<file path="src/core/scf_pkg.sv">
package scf_pkg;
  // ----------------------------------------
  // Timing
  // ----------------------------------------
  localparam int unsigned CLK_HZ = 50000000;
  localparam int unsigned T_ON_MS = 420;
  localparam int unsigned OFF_RATIO = 10;
  localparam int unsigned T_STBY_MS = 65;
  localparam int unsigned T_SETTLE_US = 100;
  localparam int unsigned T_SOFT_US = 200;
  localparam int unsigned ON_CYC = (CLK_HZ / 1000) * T_ON_MS;
  localparam int unsigned OFF_CYC = ON_CYC * OFF_RATIO;
  localparam int unsigned STBY_CYC = (CLK_HZ / 1000) * T_STBY_MS;
  localparam int unsigned SETTLE_CYC = (CLK_HZ / 1000000) * T_SETTLE_US;
  localparam int unsigned SOFT_CYC = (CLK_HZ / 1000000) * T_SOFT_US;
  localparam int unsigned SOFT_PWM_W = 8;
  localparam int unsigned CNT_W = 32;

  // ----------------------------------------
  // States
  // ----------------------------------------
  typedef enum logic [4:0] {
    SCF_STBY = 5'h01,
    SCF_SETTLE = 5'h02,
    SCF_RUN = 5'h04,
    SCF_LOCK_ON = 5'h08,
    SCF_LOCK_OFF = 5'h10
  } scf_state_type;
endpackage

</file>
<file path="src/core/scf_fan_ctrl.sv">
`timescale 1ns/10ps
// How it works
// - Tach toggles on each sensor edge while running
// - South lock: b low, a pulsed on/off
// - North lock: a low, b pulsed on/off
// - Lock-detect on-time is 420 ms
// - Off-time is ten times on-time
// - PWM low past 65 ms: outputs low
// - Standby entry clears pending off-time
// - Standby releases tach open-drain switch
// - First PWM high starts fresh on-time
// - Wait 100 us for sensor settling
// - Overvoltage switches drive off, enters standby
// - Coil drive gated by PWM input
// - Coil current ramped softly at commutation
// - Soft transition lasts 200 us
module scf_fan_ctrl (
  input wire logic clk,
  input wire logic rst_n,
  input wire logic pole_south,
  input wire logic pwm_in,
  input wire logic overvoltage_threshold,
  output logic coil_out_a,
  output logic coil_out_b,
  output logic tach_output_o,
  output logic tach_output_oe
);
  // ----------------------------------------
  // Input synchronisers
  // ----------------------------------------
  // Every pin is asynchronous to clk; only the second flop is read
  // Two flops trade two cycles of latency for metastability margin
  wire [2:0] pin_raw = {overvoltage_threshold, pwm_in, pole_south};
  wire [2:0] pin_sync;
  genvar gi;
  generate
    for (gi = 0; gi < 3; gi++) begin : g_sync
      logic s1_ff;
      logic s2_ff;
      always_ff @(posedge clk or negedge rst_n) begin
        if (!rst_n) begin
          s1_ff <= 1'b0;
          s2_ff <= 1'b0;
        end else begin
          s1_ff <= pin_raw[gi];
          s2_ff <= s1_ff;
        end
      end
      assign pin_sync[gi] = s2_ff;
    end
  endgenerate
  wire pole = pin_sync[0];
  wire pwm = pin_sync[1];
  wire ov = pin_sync[2];

  // ----------------------------------------
  // Sensor edge and state
  // ----------------------------------------
  scf_pkg::scf_state_type state_ff;
  scf_pkg::scf_state_type nxt_state;
  // One down-counter serves settle, on-time and off-time in turn
  logic [31:0] tmr_ff;
  logic [31:0] nxt_tmr;
  logic [31:0] low_ff;
  logic pole_ff;
  logic lock_pole_ff;

  // Any sensor change is motion, whichever pole it reaches
  wire pole_edge = pole != pole_ff;
  wire low_long = low_ff >= scf_pkg::STBY_CYC;
  wire tmr_done = tmr_ff == 32'h0;
  wire [31:0] tmr_dec = tmr_done ? 32'h0 : tmr_ff - 32'h1;

  always_comb begin
    nxt_state = state_ff;
    nxt_tmr = tmr_dec;
    // Overvoltage and a long PWM low override every state
    if (ov || low_long) begin
      nxt_state = scf_pkg::SCF_STBY;
      nxt_tmr = 32'h0;  // Any off-time is dropped
    end else begin
      case (state_ff)
        scf_pkg::SCF_STBY: begin
          // Off-time was cleared on entry, so restart is immediate
          if (pwm) begin
            nxt_state = scf_pkg::SCF_SETTLE;
            nxt_tmr = scf_pkg::SETTLE_CYC;
          end
        end
        scf_pkg::SCF_SETTLE: begin
          // Sensor output is not trusted until the settle count ends
          if (tmr_done) begin
            nxt_state = scf_pkg::SCF_RUN;
            nxt_tmr = scf_pkg::ON_CYC;  // Fresh on-time, no off-time
          end
        end
        scf_pkg::SCF_RUN: begin
          if (pole_edge) begin
            nxt_tmr = scf_pkg::ON_CYC;
          end else if (tmr_done) begin
            nxt_state = scf_pkg::SCF_LOCK_OFF;
            nxt_tmr = scf_pkg::OFF_CYC;
          end
        end
        scf_pkg::SCF_LOCK_OFF: begin
          // Coils stay low for the whole off-time
          if (tmr_done) begin
            nxt_state = scf_pkg::SCF_LOCK_ON;  // Retry drive
            nxt_tmr = scf_pkg::ON_CYC;
          end
        end
        scf_pkg::SCF_LOCK_ON: begin
          if (pole_edge) begin
            nxt_state = scf_pkg::SCF_RUN;  // Spinning again
            nxt_tmr = scf_pkg::ON_CYC;
          end else if (tmr_done) begin
            nxt_state = scf_pkg::SCF_LOCK_OFF;
            nxt_tmr = scf_pkg::OFF_CYC;
          end
        end
        default: begin
          nxt_state = scf_pkg::SCF_STBY;
          nxt_tmr = 32'h0;
        end
      endcase
    end
  end

  // ----------------------------------------
  // State registers
  // ----------------------------------------
  always_ff @(posedge clk or negedge rst_n) begin
    if (!rst_n) begin
      state_ff <= scf_pkg::SCF_STBY;
      tmr_ff <= 32'h0;
      low_ff <= 32'h0;
      pole_ff <= 1'b0;
      lock_pole_ff <= 1'b0;
    end else begin
      state_ff <= nxt_state;
      tmr_ff <= nxt_tmr;
      // Saturates so a stuck-low input cannot wrap back out of standby
      low_ff <= pwm ? 32'h0 : (low_long ? low_ff : low_ff + 32'h1);
      pole_ff <= pole;
      // Pole frozen at lock: only the coil facing the stalled rotor pulses
      if (nxt_state == scf_pkg::SCF_LOCK_OFF && state_ff != scf_pkg::SCF_LOCK_OFF) begin
        lock_pole_ff <= pole;
      end
    end
  end

  // ----------------------------------------
  // Coil drive
  // ----------------------------------------
  // Both coils use the same on-decision, so it is decoded in one place
  function automatic logic coil_on(
    input logic pwm_hi,
    input logic run_on,
    input logic soft_on,
    input logic lock_hit
  );
    coil_on = pwm_hi && ((run_on && soft_on) || lock_hit);
  endfunction

  logic soft_a;
  logic soft_b;
  // Soft ramp follows pole: south drives a high, b low
  scf_soft_ramp #(.RAMP_CYC(scf_pkg::SOFT_CYC)) u_ramp (
    .clk(clk),
    .rst_n(rst_n),
    .dir(!pole),
    .drive_a(soft_a),
    .drive_b(soft_b)
  );
  wire run = state_ff == scf_pkg::SCF_RUN;
  wire lock_on = state_ff == scf_pkg::SCF_LOCK_ON;
  // Locked rotor: only the pole-matched output pulses, the other stays low
  wire nxt_a = coil_on(pwm, run, soft_a, lock_on && lock_pole_ff);
  wire nxt_b = coil_on(pwm, run, soft_b, lock_on && !lock_pole_ff);
  // PWM gates after the ramp, so chopping never restarts a ramp
  always_ff @(posedge clk or negedge rst_n) begin
    if (!rst_n) begin
      coil_out_a <= 1'b0;
      coil_out_b <= 1'b0;
    end else begin
      coil_out_a <= nxt_a;
      coil_out_b <= nxt_b;
    end
  end

  // ----------------------------------------
  // Tachometer
  // ----------------------------------------
  logic tach_ff;
  logic tach_oe_ff;
  logic tach_data_ff;
  logic pole_run_ff;
  wire tach_flip = run && pole != pole_run_ff;
  always_ff @(posedge clk or negedge rst_n) begin
    if (!rst_n) begin
      tach_ff <= 1'b0;
      tach_oe_ff <= 1'b0;
      tach_data_ff <= 1'b0;
      pole_run_ff <= 1'b0;
    end else begin
      pole_run_ff <= pole;
      // Tach follows commutation (sensor edges), not PWM chopping of coil a
      if (tach_flip) begin
        tach_ff <= !tach_ff;
      end
      // Pull-down whenever the next state is not standby and tach is low; standby releases the pin
      tach_oe_ff <= (nxt_state != scf_pkg::SCF_STBY) && !tach_ff;
      // Open-drain pin: the data bit stays low, only the enable moves
      tach_data_ff <= 1'b0;
    end
  end
  assign tach_output_o = tach_data_ff;
  assign tach_output_oe = tach_oe_ff;
endmodule // scf_fan_ctrl

</file>
<file path="src/core/scf_soft_ramp.sv">
`timescale 1ns/10ps
// ----------------------------------------
// Soft direction change: duty ramps from old to new polarity
// ----------------------------------------
module scf_soft_ramp #(
  parameter int unsigned RAMP_CYC = 10000
) (
  input wire logic clk,
  input wire logic rst_n,
  input wire logic dir,
  output logic drive_a,
  output logic drive_b
);
  logic [31:0] ramp_ff;
  logic [31:0] nxt_ramp;
  logic [7:0] pwm_ff;
  logic dir_ff;
  logic new_dir_on;
  wire [39:0] scaled;
  wire ramping;
  assign ramping = ramp_ff != 32'h0;
  assign nxt_ramp = (dir != dir_ff) ? RAMP_CYC : (ramping ? ramp_ff - 32'h1 : 32'h0);
  // Linear ramp: new direction duty grows as the countdown falls
  assign scaled = {8'h00, (RAMP_CYC - ramp_ff)} * 40'h100 / RAMP_CYC;
  assign new_dir_on = !ramping || ({1'b0, pwm_ff} < scaled[8:0]);
  always_ff @(posedge clk or negedge rst_n) begin
    if (!rst_n) begin
      ramp_ff <= 32'h0;
      pwm_ff <= 8'h00;
      // Matches dir while the synchronised pole is at its reset level (0), so reset starts no ramp
      dir_ff <= 1'b1;
    end else begin
      ramp_ff <= nxt_ramp;
      pwm_ff <= pwm_ff + 8'h01;
      dir_ff <= dir;
    end
  end
  // Direction in use this cycle
  wire cur = new_dir_on ? dir_ff : !dir_ff;
  assign drive_a = !cur;
  assign drive_b = cur;
endmodule // scf_soft_ramp

</file>
<file path="config.mk">
export PLATFORM = sky130hd
export DESIGN_NAME = scf_fan_ctrl
export DESIGN_NICKNAME = d
export VERILOG_FILES = /design/src/core/scf_pkg.sv /design/src/core/scf_fan_ctrl.sv /design/src/core/scf_soft_ramp.sv
export SDC_FILE = /design/constraint.sdc
export NUM_CORES = 1
export LEC_CHECK = 0
export ABC_AREA = 1
export BUFFER_PORTS_ARGS = -buffer_cell sky130_fd_sc_hd__buf_2
export CAP_MARGIN = 20
export CORE_MARGIN = 2
export CORE_UTILIZATION = 50
export DETAILED_ROUTE_END_ITERATION = 12
export PLACE_DENSITY = 0.63
export SYNTH_ARGS = -nofsm -noshare
export SYNTH_HDL_FRONTEND = slang
export SYNTH_SLANG_ARGS = --single-unit
export TNS_END_PERCENT = 10
</file>
<file path="constraint.sdc">
create_clock -name clk -period 58.5 [get_ports clk]
set_input_delay 5.85 -clock clk [delete_from_list [all_inputs] [get_ports clk]]
set_output_delay 5.85 -clock clk [all_outputs]
set_load 0.05 [all_outputs]
</file>
==> run metrics <==
via density per instance=about 5.1; global-route wire length before repair=77900 microns; Worst setup startpoint=u_ramp.ramp_ff[9]; Hold WC Path Type=register to register; Hold Startpoint=g_sync[1].s1_ff; Crit Path Class=register to register; Period minus WS final=about 25 ns; Max-slew headroom=about 34%; Max stage delay on crit path=0.49 ns; # IOs=9; initial antenna violation count=0; Initial DRC Count=1045; core area=39500 sq um; DR WL met3=1290 microns; #FFs+latches synth=about 120; met2 wire length=20800 microns; Hold Vio Cnt, Final=0; commonest non-fill, non-tap cell in the layout=nand2_1; R2R setup slack=about 34 ns; drt first pass iters=5; Slew Limit Fails=0; die height=~200 microns; Final TNS setup=0 ns; post-synthesis mux area share=0.0504%; Slowest-stage cell, CP=dfrtp_1; number of setup violations in the final report=0; Routed WL=between 40000 and 50000 microns; grt ovf=0; share of post-route cells with drive strength above 1=about 28%; Synth warnings=0; clk_skew=0.0148 ns; R2R cell count=about 170; Tot GR Track Use=a little over a fifth; Top cell by count, worst path=nand2_2; DP HPWL=between 30000 and 40000 microns; main combinational cell family by area after synthesis=simple AND/OR/NAND/NOR gates; Top Layer Used=met4; multi-input gate area in the final layout=14700 sq um; worst-margin pin slew=around 1 ns; area grow syn2layout=4.96%; register area=around 3100 sq um; die footprint=about 41000 sq um; post-synth top area share=15.1%; max-cap check violation count=0; Std-Cell Rows=73; htree depth=4; Top delay family on crit path=simple AND/OR/NAND/NOR gates; fillcell total=around 4000; Max Fclk=~40 MHz; clk slew on worst S/H paths=0.07 ns; fin crit share=around 42%; ant diodes=0; Area contributors post-synth=dfrtp_1 (15%), nand2_1 (13%), nand2_4 (10%); hold depth=0; RSZ-0062 raised after global routing=no; syn_nets=3029; Routed Antenna Nets=0; FF-to-FF Start=u_ramp.ramp_ff[9]; routed length per instance=roughly 13 microns; Worst-Skew Late Latency=between 0.4 and 0.5 ns; CP Launch Type=register; Crit path depth=approximately 170; most frequent cells in the layout=nand2_1 (662), inv_1 (337), nand3_1 (324); Mean Syn Cell Area=about 6.6 sq um; post_cts resized=0; port buffer count=7; CP endpoint kind=register; worst path required time=around 59 ns; Layout Nets=roughly 3000; total CTS buffers=17; arrival time at the worst endpoint=24.97 ns; Post-Synth Simple-Gate Area=60.0%; hold buffer count at cts=0; post-synth top area cell=dfrtp_1; Compound-Gate Fraction of Synth Area=roughly 6.9%; Buf/Inv on CP=14; cells after synthesis=around 3000; Die W=slightly above 200 microns; synthesized-area fraction occupied by adder cells=around 1.3%; post-synthesis xor/xnor area fraction=approximately 5.8%; outcome=finished, final reports clean; post-synth cell types=73; M1 WL=22300 microns; largest net degree at the start of global routing=81; Mapped Area=slightly below 20000 sq um; global placer's final weighted congestion=0.892; clock sink count=around 120; worst hold path endpoint=g_sync[1].s2_ff; vias in the first global route=between 15000 and 20000; Crit Path Max Fanout=18; CTS root buffer=clkbuf_16; worst r2r dst=coil_out_b; TritonCTS clock tree=built; Clock Path Buffers=2; setup bufs post-CTS=0; Post-route DRC=0; initial core utilization=around half; via count=around 18000; Seq/Total Area, Yosys=15.4%
==> state kept, by name (all words and copies together) (netlist names), 3 cells and up <==
| register | flops |
|---|---|
| low_ff | 32 |
| tmr_ff | 32 |
| u_ramp.ramp_ff | 32 |
| u_ramp.pwm_ff | 8 |
| state_ff | 5 |
| g_sync.s1_ff | 3 |
| g_sync.s2_ff | 3 |
==> synth_stat cells, drive strengths merged <==
| master | count |
|---|---|
| o22ai | 1 |
| a31oi | 5 |
| bufinv | 2 |
| o21ai | 89 |
| dfrtp | 120 |
| dfstp | 2 |
| a32o | 1 |
| o21a | 2 |
| nand3 | 392 |
| buf | 24 |
| nand4 | 63 |
| or3 | 1 |
| inv | 420 |
| clkinv | 18 |
| nand2 | 1109 |
| nand3b | 23 |
| a221oi | 1 |
| clkbuf | 8 |
| clkinvlp | 2 |
| o31ai | 1 |
| ha | 20 |
| nor3 | 41 |
| and3 | 2 |
| conb | 1 |
| or2 | 3 |
| xnor2 | 24 |
| xor2 | 100 |
| mux2i | 1 |
| o2111ai | 1 |
| nor2 | 387 |
| a211oi | 7 |
| a21oi | 88 |
| o21bai | 5 |
| a21boi | 3 |
| nor3b | 2 |
| a31o | 1 |
| and2 | 7 |
| nor4 | 21 |
| o211ai | 3 |
| a21o | 3 |
==> worst max path at each step <==
stage                       endpoint  slack, ns
final                     coil_out_b      33.80
after detailed placement  coil_out_b      33.83
after floorplan           coil_out_a      38.17
after CTS                 coil_out_b      33.75
after global placement    coil_out_b      34.66
after global routing      coil_out_b      31.03
==> logic make-up after synthesis <==
family	after synthesis
other	1
buffers and inverters	474
XOR/XNOR	124
multiplexers	1
flip-flops	122
adder cells (fa/ha/maj)	20
AO/OA/AOI/OAI	211
AND/OR/NAND/NOR	2051
==> metal layers <==
layer	vias up	GRT usage [%]
met2	265	36.5
li1	9523	-
met3	50	2.11
met4	0	5.24
met5	-	0
met1	8336	30.7
==> stage by stage <==
stage          setup WS (ns)  utilization, %  hold slack (ns)  cell area, sq um  std cells
2_1_floorplan          38.17               -            0.331             19900       3004
3_3_place_gp           34.66            51.2            0.332             20200       3508
3_5_place_dp           33.83            51.2            0.336             20200       3508
4_1_cts                33.75            52.7            0.352             20800       3540
5_1_grt                31.03            52.8            0.362             20800       3541
6_report               33.80            52.8            0.350             20800       3541
==> final cells by class <==
cell class	count	area share [%]
clock buffers	17	2.04
flip-flops and latches	122	14.7
well taps	525	3.15
inverters	442	8.33
clock inverters	15	0.852
multi-input cells	2408	70.5
repair buffers	12	0.456
Power is not shown: default switching activity piles up to over one toggle a cycle in this logic, so the estimate is an artifact.
